### config.mk
export PLATFORM = sky130hd
export DESIGN_NAME = psc_prescaler_port
export DESIGN_NICKNAME = d
export VERILOG_FILES = /design/src/rtl/psc_pkg.sv /design/src/rtl/psc_prescaler_port.sv
export VERILOG_INCLUDE_DIRS = /design/src /design/src/rtl
export SDC_FILE = /design/constraint.sdc
export NUM_CORES = 1
export LEC_CHECK = 0
export BUFFER_PORTS_ARGS = -buffer_cell sky130_fd_sc_hd__buf_4
export CORE_ASPECT_RATIO = 0.9
export CORE_MARGIN = 2
export CORE_UTILIZATION = 23
export CTS_CLUSTER_DIAMETER = 50
export DETAILED_ROUTE_END_ITERATION = 12
export HOLD_SLACK_MARGIN = 0.15
export PLACE_DENSITY = 0.4
export REMOVE_ABC_BUFFERS = 1
export SLEW_MARGIN = 10
export SYNTH_ARGS = -nofsm -noshare
export SYNTH_HDL_FRONTEND = slang
export SYNTH_SLANG_ARGS = --single-unit
### constraint.sdc
create_clock -name ref_clk -period 4.4 [get_ports ref_clk]
set_input_delay 0.88 -clock ref_clk [delete_from_list [all_inputs] [get_ports ref_clk]]
set_output_delay 0.88 -clock ref_clk [all_outputs]
set_load 0.005 [all_outputs]
### src/rtl/psc_defines.svh
/*
 prescaler and input port block: register offsets, field positions, reset values and timing counts.
 assumes inclusion by bare name from the design module.
*/
`ifndef PSC_DEFINES_SVH
`define PSC_DEFINES_SVH
`define PSC_ADDR_PRESCALER_CONTROL 8'h00
`define PSC_ADDR_INPUT_PORT 8'h04
`define PSC_ADDR_INPUT_IRQ_MASK 8'h08
`define PSC_ADDR_INPUT_IRQ_FLAGS 8'h0c
`define PSC_ADDR_INPUT_EDGE_SELECT 8'h10
`define PSC_ADDR_INPUT_DEBOUNCE_DISABLE 8'h14
`define PSC_ADDR_INPUT_NO_PULL 8'h18
`define PSC_ADDR_FUNCTION_OPTION 8'h1c
`define PSC_ADDR_RESET_COMBO 8'h20
`define PSC_BIT_DEBOUNCE_CLOCK_SELECT 0
`define PSC_BIT_TICK_SOURCE_SELECT 1
`define PSC_BIT_DIVIDER_CLEAR 2
`define PSC_BIT_PULSE_WIDTH_OUTPUT_ON 3
`define PSC_BIT_SLEEP_INPUT_RESET_ENABLE 0
`define PSC_BIT_CLOCK_OUT_ENABLE 1
`define PSC_DIVIDER_POWER_ON 15'h0001
`define PSC_CONTROL_RESET 4'h0
`define PSC_MASK_RESET 4'h0
`define PSC_TAP_FAST_8HZ 4
`define PSC_TAP_FAST_32HZ 6
`define PSC_TAP_DEBOUNCE_SLOW 8
`define PSC_TAP_ONE_SECOND 1
`define PSC_SYSTEM_CLOCK_HZ 32768
`define PSC_REF_CLOCK_HZ 50000000
`endif

### src/rtl/psc_pkg.sv
/*
 types shared by the prescaler and input port block.
 assumes the defines header sits beside it in rtl/.
*/
package psc_pkg;
   // prescaler interrupt pulses toward the cpu interrupt logic
   typedef struct packed {
      logic fastTickIrq;
      logic oneSecondIrq;
      logic blinkIrq;
   } psc_tick_irq_t;
   // register bus response codes
   typedef enum logic [1:0] {
      PSC_RESP_OKAY = 2'b00,
      PSC_RESP_SLVERR = 2'b10
   } psc_resp_t;
   // write path states
   typedef enum logic [1:0] {
      PSC_WR_IDLE = 2'b00,
      PSC_WR_RESP = 2'b01
   } psc_wr_state_t;
endpackage

### src/rtl/psc_prescaler_port.sv
/*
 prescaler divider chain, prescaler ticks and input port debounce, edge and irq flag logic,
 with an axi4-lite register slave.
 assumes ref_clk is the fast logic clock; the system clock arrives as the enable sysTickEn,
 one ref_clk cycle per system clock period; pins are asynchronous and are synchronised here.
*/
// Local design decisions: the address map and the AXI4-Lite register port.
// What this block does
// - fifteen-stage binary divider, taps 16 to 1
// - power-on loads divider with value one
// - divider clear clears taps 14..2, sets 1
// - tick source picks tap 4 or 6
// - debounce clock tap 8, else 11 or 14
// - fast tick irq on chosen tap rise
// - one second irq on tap 1 rise
// - blink irq at three quarters of second
// - reset makes no irq; first second later
// - divider stops in sleep mode
// - taps 16, 11, 1 and pwm onto outputs
// - per-bit edge, debounce, pull; levels readable
// - debounced input high after two debounce clock edges, low after one
// - irq on chosen edge, debounced or direct
// - own mask per bit, masked after reset
// - only edges after unmasking are stored
// - edge select change can make an edge
// - sleep turns input pulls off unless sleep reset option
// - bits 3 and 0 clock event counter, 3 gates ms
// - edge select zero positive, one negative
// - debounce disable zero debounced, one direct
// - mask zero blocks storing new requests
// - write one clears flag, resets to zero
`timescale 1ns/1ps
`include "psc_defines.svh"
module psc_prescaler_port import psc_pkg::*; #(
   parameter bit DEBOUNCE_FAST_TAP14 = 1'b0,
   parameter int PORT_WIDTH = 4
) (
   input wire logic ref_clk,
   input wire logic reset,
   input wire logic powerOnReset,
   input wire logic clkEn,
   input wire logic sysTickEn,
   input wire logic sleepMode,
   input wire logic pulseWidthSignal,
   input wire logic [PORT_WIDTH-1:0] inputPortPin,
   output logic [PORT_WIDTH-1:0] inputPullEnable,
   output logic [PORT_WIDTH-1:0] inputPortLevel,
   output logic eventCounterClock0,
   output logic eventCounterClock3,
   output logic millisecondCounterGate,
   output logic sleepResetWake,
   output logic [3:0] generalIoPortOut,
   output logic [3:0] generalIoPortOutEnable_n,
   output psc_tick_irq_t tickIrq,
   output logic inputIrqRequest,
   output logic [14:0] dividerTap,
   input wire logic [7:0] s_axi_awaddr,
   input wire logic s_axi_awvalid,
   output logic s_axi_awready,
   input wire logic [31:0] s_axi_wdata,
   input wire logic [3:0] s_axi_wstrb,
   input wire logic s_axi_wvalid,
   output logic s_axi_wready,
   output logic [1:0] s_axi_bresp,
   output logic s_axi_bvalid,
   input wire logic s_axi_bready,
   input wire logic [7:0] s_axi_araddr,
   input wire logic s_axi_arvalid,
   output logic s_axi_arready,
   output logic [31:0] s_axi_rdata,
   output logic [1:0] s_axi_rresp,
   output logic s_axi_rvalid,
   input wire logic s_axi_rready
);
   initial begin
      if (PORT_WIDTH != 4) $error("port logic serves exactly four input bits");
   end

   logic [14:0] divider;
   logic [3:0] prescalerControl;
   logic [3:0] inputIrqMask, inputIrqFlags, inputEdgeSelect, inputDebounceDisable, inputNoPull;
   logic [1:0] functionOption;
   logic [7:0] resetCombo;
   logic [3:0] pinSync1, pinSync2, debState, debSample, qualified, qualifiedPrev;
   logic [14:0] dividerPrev;
   logic debClkPrev, fastPrevSel;
   logic dividerClearPulse;
   logic [3:0] flagClear;
   logic [3:0] active;
   logic chainRun, fastTap, debClk, debRise, sleepInputsOn;
   psc_wr_state_t wrState;
   logic [7:0] wrAddr;
   logic [31:0] wrData;
   logic awHeld, wHeld;

   // system clock enable gated by sleep: the oscillator is stopped in sleep
   assign chainRun = clkEn && sysTickEn && !sleepMode;
   assign dividerTap = divider;

   // divider chain: bit i is tap 16-(i+1); bit 14 is tap 1
   always_ff @(posedge ref_clk) begin
      if (powerOnReset) begin
         divider <= `PSC_DIVIDER_POWER_ON;
      end else if (clkEn && dividerClearPulse) begin
         divider <= 15'h4000; // taps 14..2 cleared, tap 1 set
      end else if (chainRun) begin
         divider <= divider + 15'h0001;
      end
   end

   // tap k lives at divider bit 15-k
   function automatic logic tapOf(input logic [14:0] d, input int k);
      tapOf = d[15-k];
   endfunction

   assign fastTap = prescalerControl[`PSC_BIT_TICK_SOURCE_SELECT] ?
                    tapOf(divider, `PSC_TAP_FAST_32HZ) : tapOf(divider, `PSC_TAP_FAST_8HZ);
   // the fast tap is a build-time choice, 11 or 14
   assign debClk = prescalerControl[`PSC_BIT_DEBOUNCE_CLOCK_SELECT] ?
                   (DEBOUNCE_FAST_TAP14 ? tapOf(divider, 14) : tapOf(divider, 11)) :
                   tapOf(divider, `PSC_TAP_DEBOUNCE_SLOW);

   // edge history; reset loads the current taps so reset itself gives no edge
   always_ff @(posedge ref_clk) begin
      if (powerOnReset) begin
         dividerPrev <= `PSC_DIVIDER_POWER_ON;
         fastPrevSel <= 1'b1;
         debClkPrev <= 1'b0;
      end else if (reset) begin
         // system reset leaves the divider running, so the history follows it
         dividerPrev <= divider;
         fastPrevSel <= fastTap;
         debClkPrev <= debClk;
      end else if (clkEn) begin
         dividerPrev <= divider;
         fastPrevSel <= fastTap;
         debClkPrev <= debClk;
      end
   end

   // prescaler ticks: one ref_clk pulse each; source switch may glitch, software masks it
   always_ff @(posedge ref_clk) begin
      if (reset || powerOnReset) begin
         tickIrq <= '0;
      end else if (clkEn) begin
         tickIrq.fastTickIrq <= fastTap && !fastPrevSel;
         tickIrq.oneSecondIrq <= divider[14] && !dividerPrev[14];
         // three quarters through the tap 1 period: tap 1 high and tap 2 rising
         tickIrq.blinkIrq <= divider[14] && divider[13] && !dividerPrev[13];
      end else begin
         tickIrq <= '0;
      end
   end

   // clock outputs onto the general i/o port; pins driven while enable_n low
   always_ff @(posedge ref_clk) begin
      if (reset || powerOnReset) begin
         generalIoPortOut <= 4'h0;
         generalIoPortOutEnable_n <= 4'hf;
      end else if (clkEn) begin
         generalIoPortOut <= {pulseWidthSignal, sysTickEn, tapOf(divider, 11), divider[14]};
         generalIoPortOutEnable_n <= {!prescalerControl[`PSC_BIT_PULSE_WIDTH_OUTPUT_ON],
                                      {3{!functionOption[`PSC_BIT_CLOCK_OUT_ENABLE]}}};
      end
   end

   // pin synchroniser; the first stage feeds only the second
   always_ff @(posedge ref_clk) begin
      if (reset || powerOnReset) begin
         pinSync1 <= 4'h0;
         pinSync2 <= 4'h0;
      end else if (clkEn) begin
         pinSync1 <= inputPortPin;
         pinSync2 <= pinSync1;
      end
   end

   // in sleep the input pulls are cut unless the sleep reset option keeps them on for the wake check
   assign sleepInputsOn = !sleepMode || functionOption[`PSC_BIT_SLEEP_INPUT_RESET_ENABLE];
   assign inputPullEnable = sleepInputsOn ? ~inputNoPull : 4'h0;
   assign debRise = debClk && !debClkPrev;

   // debouncer: a high is taken once it held over two debounce clock rises, a low at the first rise that samples it
   always_ff @(posedge ref_clk) begin
      if (reset || powerOnReset) begin
         debSample <= 4'h0;
         debState <= 4'h0;
      end else if (clkEn && debRise) begin
         debSample <= pinSync2;
         debState <= (debSample & pinSync2) | (debState & ~(debSample ^ pinSync2));
      end
   end

   // source per bit, then inversion for negative edge so a rise is always the active edge
   assign qualified = ((inputDebounceDisable & pinSync2) | (~inputDebounceDisable & debState))
                      ^ inputEdgeSelect;
   assign active = qualified & ~qualifiedPrev;
   assign inputPortLevel = pinSync2;
   assign eventCounterClock0 = qualified[0];
   assign eventCounterClock3 = qualified[3];
   assign millisecondCounterGate = pinSync2[3];

   // sleep reset combination: per bit 00 never, 01 level, 10 inverted, 11 don't care
   always_comb begin
      sleepResetWake = sleepMode && functionOption[`PSC_BIT_SLEEP_INPUT_RESET_ENABLE];
      for (int n = 0; n < 4; n++) begin
         case ({resetCombo[n], resetCombo[n+4]})
            2'b00: sleepResetWake = 1'b0;
            2'b01: sleepResetWake = sleepResetWake && pinSync2[n];
            2'b10: sleepResetWake = sleepResetWake && !pinSync2[n];
            default: sleepResetWake = sleepResetWake;
         endcase
      end
   end

   // edge history for the port; reset loads zero
   always_ff @(posedge ref_clk) begin
      if (reset || powerOnReset) begin
         qualifiedPrev <= 4'h0;
      end else if (clkEn) begin
         qualifiedPrev <= qualified;
      end
   end

   // irq flags: set wins over a same-cycle clear; masked bits store nothing new
   always_ff @(posedge ref_clk) begin
      if (reset || powerOnReset) begin
         inputIrqFlags <= 4'h0;
      end else if (clkEn) begin
         inputIrqFlags <= (inputIrqFlags & ~flagClear) | (active & inputIrqMask);
      end
   end
   assign inputIrqRequest = |inputIrqFlags;

   // register writes
   logic wrFire;
   assign wrFire = clkEn && (wrState == PSC_WR_IDLE) && awHeld && wHeld;
   assign dividerClearPulse = wrFire && wrAddr == `PSC_ADDR_PRESCALER_CONTROL && wrData[`PSC_BIT_DIVIDER_CLEAR];
   assign flagClear = (wrFire && wrAddr == `PSC_ADDR_INPUT_IRQ_FLAGS) ? wrData[3:0] : 4'h0;

   always_ff @(posedge ref_clk) begin
      if (reset || powerOnReset) begin
         prescalerControl <= `PSC_CONTROL_RESET;
         inputIrqMask <= `PSC_MASK_RESET;
      end else if (wrFire) begin
         if (wrAddr == `PSC_ADDR_PRESCALER_CONTROL) begin
            prescalerControl <= {wrData[3], 1'b0, wrData[1:0]};
         end
         if (wrAddr == `PSC_ADDR_INPUT_IRQ_MASK) begin
            inputIrqMask <= wrData[3:0];
         end
      end
   end

   // option registers survive system reset, only power-on clears them
   always_ff @(posedge ref_clk) begin
      if (powerOnReset) begin
         inputEdgeSelect <= 4'h0;
         inputDebounceDisable <= 4'h0;
         inputNoPull <= 4'h0;
         functionOption <= 2'h0;
         resetCombo <= 8'h00;
      end else if (wrFire) begin
         case (wrAddr)
            `PSC_ADDR_INPUT_EDGE_SELECT: inputEdgeSelect <= wrData[3:0];
            `PSC_ADDR_INPUT_DEBOUNCE_DISABLE: inputDebounceDisable <= wrData[3:0];
            `PSC_ADDR_INPUT_NO_PULL: inputNoPull <= wrData[3:0];
            `PSC_ADDR_FUNCTION_OPTION: functionOption <= wrData[1:0];
            `PSC_ADDR_RESET_COMBO: resetCombo <= wrData[7:0];
            default: ;
         endcase
      end
   end

   // axi write channels: address and data held independently, response after both
   assign s_axi_awready = !awHeld && wrState == PSC_WR_IDLE;
   assign s_axi_wready = !wHeld && wrState == PSC_WR_IDLE;
   always_ff @(posedge ref_clk) begin
      if (reset || powerOnReset) begin
         wrState <= PSC_WR_IDLE;
         awHeld <= 1'b0;
         wHeld <= 1'b0;
         wrAddr <= 8'h00;
         wrData <= 32'h0;
         s_axi_bvalid <= 1'b0;
         s_axi_bresp <= PSC_RESP_OKAY;
      end else if (clkEn) begin
         case (wrState)
            PSC_WR_IDLE: begin
               if (s_axi_awvalid && s_axi_awready) begin
                  awHeld <= 1'b1;
                  wrAddr <= s_axi_awaddr;
               end
               if (s_axi_wvalid && s_axi_wready) begin
                  wHeld <= 1'b1;
                  wrData <= s_axi_wstrb[0] ? s_axi_wdata : 32'h0; // only the low lane holds fields
               end
               if (awHeld && wHeld) begin
                  awHeld <= 1'b0;
                  wHeld <= 1'b0;
                  wrState <= PSC_WR_RESP;
                  s_axi_bvalid <= 1'b1;
                  s_axi_bresp <= (wrAddr > `PSC_ADDR_RESET_COMBO || wrAddr[1:0] != 2'b00 ||
                                  wrAddr == `PSC_ADDR_INPUT_PORT) ? PSC_RESP_SLVERR : PSC_RESP_OKAY;
               end
            end
            PSC_WR_RESP: begin
               if (s_axi_bready) begin
                  s_axi_bvalid <= 1'b0;
                  wrState <= PSC_WR_IDLE;
               end
            end
            default: wrState <= PSC_WR_IDLE;
         endcase
      end
   end

   // axi read: one cycle after the address is taken
   assign s_axi_arready = !s_axi_rvalid;
   always_ff @(posedge ref_clk) begin
      if (reset || powerOnReset) begin
         s_axi_rvalid <= 1'b0;
         s_axi_rdata <= 32'h0;
         s_axi_rresp <= PSC_RESP_OKAY;
      end else if (clkEn) begin
         if (s_axi_rvalid && s_axi_rready) begin
            s_axi_rvalid <= 1'b0;
         end else if (s_axi_arvalid && s_axi_arready) begin
            s_axi_rvalid <= 1'b1;
            s_axi_rresp <= PSC_RESP_OKAY;
            case (s_axi_araddr)
               `PSC_ADDR_PRESCALER_CONTROL: s_axi_rdata <= {28'h0, prescalerControl}; // clear bit reads 0
               `PSC_ADDR_INPUT_PORT: s_axi_rdata <= {28'h0, pinSync2};
               `PSC_ADDR_INPUT_IRQ_MASK: s_axi_rdata <= {28'h0, inputIrqMask};
               `PSC_ADDR_INPUT_IRQ_FLAGS: s_axi_rdata <= {28'h0, inputIrqFlags};
               `PSC_ADDR_INPUT_EDGE_SELECT: s_axi_rdata <= {28'h0, inputEdgeSelect};
               `PSC_ADDR_INPUT_DEBOUNCE_DISABLE: s_axi_rdata <= {28'h0, inputDebounceDisable};
               `PSC_ADDR_INPUT_NO_PULL: s_axi_rdata <= {28'h0, inputNoPull};
               `PSC_ADDR_FUNCTION_OPTION: s_axi_rdata <= {30'h0, functionOption};
               `PSC_ADDR_RESET_COMBO: s_axi_rdata <= {24'h0, resetCombo};
               default: begin
                  s_axi_rdata <= 32'h0;
                  s_axi_rresp <= PSC_RESP_SLVERR;
               end
            endcase
         end
      end
   end
endmodule

# After elaboration in Yosys (flattened, before gate mapping)
# Index checks and enable logic that the tools add are counted.
dict set report word_totals {
  reg_bits 154
  wordCells 196
}
dict set report op_classes {
  n_addsub 1
  n_lt_le_gt_ge 1
  n_eq_ne 27
  mux 32
  n_bitwise 19
  n_reduce_logical 83
}
# cell count
set ops {}
lappend ops {{one-hot mux 8 bit (9 select lines)} 1}
lappend ops {{== test 8 x 5 -> 1 bit (second input constant)} 8}
lappend ops {{2-to-1 mux 15 bit} 4}
lappend ops {{== test 8 x 4 -> 1 bit (second input constant)} 4}
lappend ops {{logical AND 1 bit} 31}
lappend ops {{bitwise AND 4 bit} 7}
lappend ops {{AND reduction 3 bit} 7}
lappend ops {{NOT 4 bit} 5}
lappend ops {{== test 8 x 3 -> 1 bit (second input constant)} 2}
lappend ops {{== test 8 x 6 -> 1 bit (second input constant)} 2}
lappend ops {{zero test 8 bit} 2}
lappend ops {{AND reduction 2 bit} 8}
lappend ops {{adder 15 x 1 -> 15 bit (second input constant)} 1}
lappend ops {{zero test 1 bit} 14}
lappend ops {{2-to-1 mux 1 bit} 14}
lappend ops {{nonzero test 2 bit} 7}
lappend ops {{bitwise OR 4 bit} 3}
lappend ops {{one-hot mux 1 bit (3 select lines)} 4}
lappend ops {{== test 2 x 1 -> 1 bit (second input constant)} 5}
lappend ops {{zero test 2 bit} 5}
lappend ops {{OR reduction 9 bit} 1}
lappend ops {{== test 2 bit (second input constant)} 4}
lappend ops {{> comparator 8 x 6 -> 1 bit (second input constant)} 1}
lappend ops {{2-to-1 mux 2 bit} 4}
lappend ops {{12 further kinds} 19}

# Logic depth before layout (Yosys ltp)
# Gate-level depths: netlist (run 1).
dict set report depth {
  depth_word 9
  depth_mapped 6
  mapped_depth_nobuf 6
}

# Worst setup path after synthesis (run 1)
# OpenSTA, ideal clock, no wires.
dict set report synth_path {
  path_kind {input to register}
  startpoint {input port sleepMode}
  endpoint {register divider[13] (netlist: dividerTap[13])}
  setup_ps 70
  t_arrival_ps 2202
  required_ps 4330
  setup_slack_ps 2128
  path_stages 4
  n_path_buf 0
  path_cell_list {nand3b_1 -> or3_1 -> or4_1 -> a21oi_1}
}
dict set report synth_between {
  elab_chain_cells 2
}
# element line
set synth_rtl {}
lappend synth_rtl {{from (decl)} psc_prescaler_port.sv:43} ;# input wire logic sleepMode,
lappend synth_rtl {{zero test 1 bit} psc_prescaler_port.sv:97} ;# assign chainRun = clkEn && sysTickEn && !sleepMode;
lappend synth_rtl {{logical AND 1 bit} psc_prescaler_port.sv:97}
lappend synth_rtl {{to (signal assigned)} psc_prescaler_port.sv:103} ;# divider <= `PSC_DIVIDER_POWER_ON;
lappend synth_rtl {{to (signal assigned)} psc_prescaler_port.sv:107} ;# divider <= divider + 15'h0001;
lappend synth_rtl {{to (decl)} psc_prescaler_port.sv:79} ;# logic [14:0] divider;
# Every way passes these cells.
# A chain may end at the register's enable or synchronous reset.

# Worst setup path in the final report (run 1)
dict set report layout_path {
  startpoint {register resetCombo[4]}
  endpoint {output port sleepResetWake}
}
dict set report layout_between {
  elab_chain_cells 8
}
# element line
set layout_rtl {}
lappend layout_rtl {{from (decl)} psc_prescaler_port.sv:83} ;# logic [7:0] resetCombo;
lappend layout_rtl {{from (signal assigned)} psc_prescaler_port.sv:269} ;# `PSC_ADDR_RESET_COMBO: resetCombo <= wrData[7:0];
lappend layout_rtl {{== test 2 bit, or another cell as far along} psc_prescaler_port.sv:207} ;# case ({resetCombo[n], resetCombo[n+4]})
lappend layout_rtl {{one-hot mux 1 bit (3 select lines) *} psc_prescaler_port.sv:207}
lappend layout_rtl {{logical AND 1 bit (on tied branches)} {psc_prescaler_port.sv:210, psc_prescaler_port.sv:209}}
lappend layout_rtl {{one-hot mux 1 bit (3 select lines) *} psc_prescaler_port.sv:207}
lappend layout_rtl {{logical AND 1 bit (on tied branches)} {psc_prescaler_port.sv:210, psc_prescaler_port.sv:209}}
lappend layout_rtl {{one-hot mux 1 bit (3 select lines) *} psc_prescaler_port.sv:207}
lappend layout_rtl {{logical AND 1 bit (on tied branches)} {psc_prescaler_port.sv:210, psc_prescaler_port.sv:209}}
lappend layout_rtl {{one-hot mux 1 bit (3 select lines) *} psc_prescaler_port.sv:207}
lappend layout_rtl {{to (decl)} psc_prescaler_port.sv:51} ;# output logic sleepResetWake,
# Mark *: on every way between the ends. The rest lies on a longest branch, timed or not.

==> flow_metrics.tcl, run 1 <==
set metrics [dict create \
    drcViolationCount 0 \
    crit_path_end_kind "output pin" \
    synthDistinctLibCells 61 \
    hp-class "register to register" \
    drive_above_1_share 0.212 \
    crit_slowest_cell "dfxtp_1" \
    postCtsSetupBuffers 0 \
    cp.arrival_ns 1.85 \
    r2r_slack_ns 2.30 \
    crit_family "simple AND/OR/NAND/NOR gates" \
    place.gp.congestion 0.800 \
    multi_input_area_sq_um 2760 \
    h-tree-depth 3 \
    ys.flop_type "dfxtp_1" \
    post_drt_wl_per_cell_um 15.6 \
    first_pass_iters 4 \
    clock_path_buffers 2 \
    port_buffers 94 \
    area_growth_pct 22.3 \
    rsz0062_at_grt "no" \
    critPathBufInv 2 \
    drv_slew 0 \
    cts_resized 0 \
    synth_commonest_cells "dfxtp_1, nor2_1, mux2i_1" \
    grt_max_degree 33 \
    cts_tree "built" \
    path_class "register to output pin" \
    cts.sinks 111 \
    yosys-top-cells-area "dfxtp_1, mux2i_1, nor2_1, buf_4, ha_1" \
    hold-worst-slack_ns 0.432 \
    startpoint_type "register" \
    slowest_delay_ns 0.40 \
    syn_avg_cell_area_sq_um 9.32 \
    ant_nets 0 \
    hold_depth 1 \
    r2r_start "wrAddr[0]" \
    drt_iter0_markers 188 \
    design.portCount 148 \
    die_width_um 164 \
    yosys.area.top_type "dfxtp_1" \
    fin_crit_ns 2.73 \
    cp_cell_sequence "inv_1, ha_1, xnor2_1, nor2_1, o22ai_1, nor3_1, buf_4" \
    hold_path.startpoint "fastPrevSel" \
    tightest_slew_ns 0.717 \
    seq_area_sq_um 2220 \
    cts_made_buffers 9 \
    cp_max_fo 4 \
    hold_viol_final 0 \
    fp-row-count 52 \
    yosysSeqAreaShare 0.421 \
    holdPathEnd "tickIrq[2]" \
    path_clk_slew_ns 0.08 \
    cap_violations 0 \
    hpwl_um 10900 \
    finalNetCount 722 \
    worst-r2r-cell-count 4 \
    antenna_found_initial 0 \
    fin_crit_sh 0.621 \
    wl_um 14700 \
    ys_warn_count 0 \
    ir_drop_mv 0.136 \
    ys_seq_elements 111 \
    tns_ns 0 \
    status "completed" \
    yosysTopAreaCellShare 0.421 \
    grt_pass1_vias 4175 \
    antenna_cells 0 \
    dr_total_vias 4181 \
    async_reset_ff_frac 0 \
    die_area_sq_um 24200 \
    clk_latency_ns 0.36 \
    total_power_mw 2.05 \
    synthCells 566 \
    die_h_um 148 \
    track_usage 0.124 \
    via_per_inst 4.43 \
    max_freq_mhz 366 \
    r2r-end "dividerTap[5]" \
    cp_data_required_time_ns 3.52 \
    skew_ns 0.00889 \
    root_buffer "clkbuf_16" \
    synth_edf_count 0 \
    leakage_nw 2.54 \
    nFillCells 2422 \
    grt_pass1_wl_um 23300 \
    setup_violations 0 \
    overflow 0 \
    hold_buffers 0 \
    slew_headroom 0.522 \
    yosysMostFrequentCell "dfxtp_1" \
    powerDensity_nw_per_um2 317 \
    syn_area_sq_um 5270 \
    start_util 0.234 \
    core-area_sq_um 22500 \
]
[report_power, final]
| group | total, mW | internal [mW] | switching, mW |
|---|---|---|---|
| combinational | 0.134 | 0.0570 | 0.0771 |
| sequential | 1.02 | 1.01 | 0.00907 |
| clock | 0.892 | 0.502 | 0.390 |
| total | 2.05 | 1.57 | 0.476 |
[registers in the layout (all words and copies together), names as in the netlist, 3 cells and up]
signal	cells
resetCombo	8
pinSync1	4
inputIrqMask	4
inputNoPull	4
inputEdgeSelect	4
wrData	8
inputPortLevel	4
inputDebounceDisable	4
generalIoPortOut	4
s_axi_rdata	8
qualifiedPrev	4
tickIrq	3
prescalerControl	3
debSample	4
inputIrqFlags	4
wrAddr	8
dividerTap	15
debState	4
[placed cells by master (no fill, tap or decap), types with 3 or more instances in the layout]
cell type    n
nor2b_1      4
inv_1        8
xnor2_1     15
nand3b_1     5
ha_1        13
nor3b_1      7
a32oi_1      3
dfxtp_1    111
buf_4       99
and3_1       3
a22o_1       7
nand2_1     36
mux2i_1     68
conb_1      26
a32o_1       4
nand3_1     15
nor3_1       9
or3_1        5
a21o_1       3
nand4_1      3
clkbuf_16    9
or4_1        3
a21oi_1     29
nor2_1      91
o21ai_0     11
a211oi_1     3
or4_4        3
a21bo_2      4
nor4_1       3
[through the flow]
stage	worst slack (ns)	std cells	utilization	area, sq um
finish	1.67	943	0.286	6450
global route	1.56	943	0.286	6450
CTS	1.67	943	0.286	6450
detailed placement	1.63	927	0.272	6130
global placement	1.66	927	0.272	6130
floorplan	1.83	531	-	5010
[worst max path at each step]
stage                       start  cells after the start  slack [ns]             end
floorplan           s_axi_awvalid                      3        1.83       wrAddr[0]
global placement            clkEn                      6        1.66  dividerTap[14]
detailed placement          clkEn                      6        1.63  dividerTap[14]
CTS                 resetCombo[4]                      7        1.67  sleepResetWake
global route        resetCombo[5]                      7        1.56  sleepResetWake
finish              resetCombo[4]                      7        1.67  sleepResetWake
[metal layers]
metal,global-route usage,part of all wire
met5,0,0
met4,0.0298,0.0088
met3,0.0269,0.051
met2,0.197,0.44
met1,0.172,0.50
[cell type report]
type / count / share of cell area
multi-input cells: 412 / 0.428
flip-flops and latches: 111 / 0.345
repair buffers: 99 / 0.115
well taps: 297 / 0.0576
clock buffers: 9 / 0.0349
clock inverters: 7 / 0.0147
inverters: 8 / 0.00466
[worst register-to-register path, delay by kind of cell, from the launching register on]
kind | cells | cell delay [ns]
compound gates | 1 | 0.42
simple gates | 3 | 1.22
flops | 1 | 0.33
[cell families (layout without fill, tap and decap cells)]
family	after synthesis	after routing	synth area share
buffers and inverters	68	123	0.0743
AO/OA/AOI/OAI	79	79	0.101
XOR/XNOR	17	17	0.0282
adder cells (fa/ha/maj)	13	13	0.0308
flip-flops	111	111	0.421
multiplexers	72	72	0.142
other	1	26	0.000711
AND/OR/NAND/NOR	205	205	0.202
Power figures use the tool's default switching activity.
==> run 2: changes to the inputs <==
--- a/config.mk
+++ b/config.mk
@@ -6,6 +6,7 @@
 export SDC_FILE = /design/constraint.sdc
 export NUM_CORES = 1
 export LEC_CHECK = 0
+export ABC_AREA = 1
 export BUFFER_PORTS_ARGS = -buffer_cell sky130_fd_sc_hd__buf_4
 export CORE_ASPECT_RATIO = 0.9
 export CORE_MARGIN = 2
@@ -13,7 +14,7 @@
 export CTS_CLUSTER_DIAMETER = 50
 export DETAILED_ROUTE_END_ITERATION = 12
 export HOLD_SLACK_MARGIN = 0.15
-export PLACE_DENSITY = 0.4
+export PLACE_DENSITY = 0.41
 export REMOVE_ABC_BUFFERS = 1
 export SLEW_MARGIN = 10
 export SYNTH_ARGS = -nofsm -noshare
==> constraint.sdc (replaced) <==
create_clock -name ref_clk -period 2.5 [get_ports ref_clk]
set_input_delay 0.5 -clock ref_clk [delete_from_list [all_inputs] [get_ports ref_clk]]
set_output_delay 0.5 -clock ref_clk [all_outputs]
set_load 0.005 [all_outputs]
==> run 2 against run 1 <==
Wire length up 6.8%. Non-clock buffer count up 10. Count of clock-buffer cells in the layout up 2. Synthesized cell count up 25%. Sequential power up 77%. Register-to-register slack worse by 1.7 ns. Hold slack worse by 0.075 ns. Synthesized area down 1.6%. Critical path type unchanged. Largest cell class unchanged. Largest power group unchanged. Highest routed layer unchanged.
==> flow_metrics.tcl, run 2 <==
set metrics [dict create \
    tightest_slew_ns 0.592 \
    path_class "register to output pin" \
    tns_ns 0 \
    clk_latency_ns 0.36 \
    drive_above_1_share 0.170 \
    clock_path_buffers 2 \
    ir_drop_mv 0.334 \
    cp_data_required_time_ns 2.00 \
    hp-class "input pin to register" \
    root_buffer "clkbuf_16" \
    design.portCount 148 \
    async_reset_ff_frac 0 \
    cts_resized 0 \
    antenna_found_initial 0 \
    fin_crit_ns 2.19 \
    crit_path_end_kind "output pin" \
    yosys.area.top_type "dfxtp_1" \
    yosysSeqAreaShare 0.428 \
    fp-row-count 52 \
    grt_pass1_vias 4410 \
    syn_area_sq_um 5190 \
    hold_viol_final 0 \
    cp_max_fo 3 \
    skew_ns 0.00781 \
    first_pass_iters 4 \
    largest_reg_flops 15 \
    fin_crit_sh 0.876 \
    grt_max_degree 29 \
    nFillCells 2468 \
    cts_made_buffers 9 \
    stdcell_area_sq_um 6500 \
    drt_iter0_markers 239 \
    ys_warn_count 0 \
    hold_depth 2 \
    synthCells 707 \
    via_per_inst 4.16 \
    path_clk_slew_ns 0.07 \
    place.gp.congestion 0.772 \
    final_util 0.291 \
    post_drt_wl_per_cell_um 14.2 \
    preCtsSetupSlack_ns 0.412 \
    postCtsSetupBuffers 0 \
    most-common-layout-cells "nand2_1, dfxtp_1, buf_4, a21oi_1, inv_1" \
    cts.sinks 111 \
    slew_headroom 0.604 \
    synthDistinctLibCells 36 \
    start_util 0.233 \
    die_area_sq_um 23800 \
    core-area_sq_um 22300 \
    synth_edf_count 0 \
    hold_buffers 0 \
    grt_pass1_wl_um 24900 \
    ys.flop_type "dfxtp_1" \
    setup_slack_ns 0.311 \
    rsz0062_at_grt "no" \
    syn_avg_cell_area_sq_um 7.34 \
    overflow 0 \
    worst-r2r-cell-count 7 \
    yosys-top-cells-area "dfxtp_1, a21oi_1, nand2_1, o21ai_0, inv_1" \
    drv_slew 0 \
    track_usage 0.136 \
    hold-worst-slack_ns 0.356 \
    final_common_cell "nand2_1" \
    yosysTopAreaCellShare 0.428 \
    wl_um 15700 \
    hpwl_um 12000 \
    drcViolationCount 0 \
    finalNetCount 883 \
    ys_seq_elements 111 \
    powerDensity_nw_per_um2 575 \
    port_buffers 94 \
    cap_violations 0 \
    synth_commonest_cells "nand2_1, dfxtp_1, a21oi_1" \
    max_freq_mhz 457 \
    place_area_sq_um 6170 \
    startpoint_type "register" \
    die_width_um 162 \
    ant_nets 0 \
    cts_tree "built" \
    leakage_nw 2.75 \
    dr_total_vias 4594 \
    area_growth_pct 25.3 \
    h-tree-depth 3 \
    setup_violations 0 \
    status "completed" \
    yosysMostFrequentCell "nand2_1" \
    die_h_um 147 \
    cp.arrival_ns 1.69 \
    antenna_cells 0 \
]
## run 2: cell count changes in the layout (fill, tap and decap cells not counted), moves of 6 or more
| cell | change |
|---|---|
| a21oi_1 | +63 |
| nor3b_1 | -6 |
| nand3_1 | +39 |
| o21ai_0 | +56 |
| buf_4 | +10 |
| xnor2_1 | -9 |
| nor2_1 | -33 |
| nand2_1 | +86 |
| mux2i_1 | -68 |
| inv_1 | +66 |
| a22o_1 | -7 |
## run 2: worst paths after layout
path | start | endpoint | slack [ns]
setup / recovery | resetCombo[5] | sleepResetWake | 0.31
hold / removal | powerOnReset | functionOption[1] | 0.36
setup reg to reg | wrAddr[0] | dividerTap[6] | 0.57
hold reg to reg | dividerPrev[14] | tickIrq[1] | 0.43
## run 2: final cells by class
class | count | area (sq um) | share of cell area
multi-input combinational | 493 | 2460 | 0.378
timing repair buffer | 109 | 818 | 0.126
inverter | 78 | 293 | 0.0450
tap | 297 | 372 | 0.0571
clock buffer | 11 | 233 | 0.0358
sequential | 111 | 2220 | 0.342
clock inverter | 5 | 106 | 0.0163
## run 2: per-layer routing
metal	global-route usage	wire length, um
met3	0.0361	759
met4	0.0345	170
met1	0.194	8120
met2	0.204	6660
met5	0	0
## run 2: power breakdown
| part | switching [mW] | internal (mW) |
|---|---|---|
| Sequential | 0.0175 | 1.79 |
| Combinational | 0.161 | 0.104 |
| Clock | 0.683 | 0.983 |
## run 2: critical path, cell delays in order, from the launching register on
cell and delay, ns:
dfxtp_1 0.36, inv_1 0.08, ha_1 0.19, xnor2_1 0.12
o21bai_1 0.17, o221ai_1 0.14, nor2_1 0.14, buf_4 0.13
## run 2: metrics by stage
step,power (mW),cells
floorplan,1.96,682
global placement,2.12,1088
detailed placement,2.12,1088
CTS,3.80,1104
global route,3.91,1104
finish,3.74,1104
## run 2: kinds of logic after synthesis
group                    count (synthesis)  synth area share
AND/OR/NAND/NOR                        263             0.224
AO/OA/AOI/OAI                          178             0.178
other                                    1          0.000722
buffers and inverters                  128             0.116
flip-flops                             111             0.428
XOR/XNOR                                13            0.0219
adder cells (fa/ha/maj)                 13            0.0313
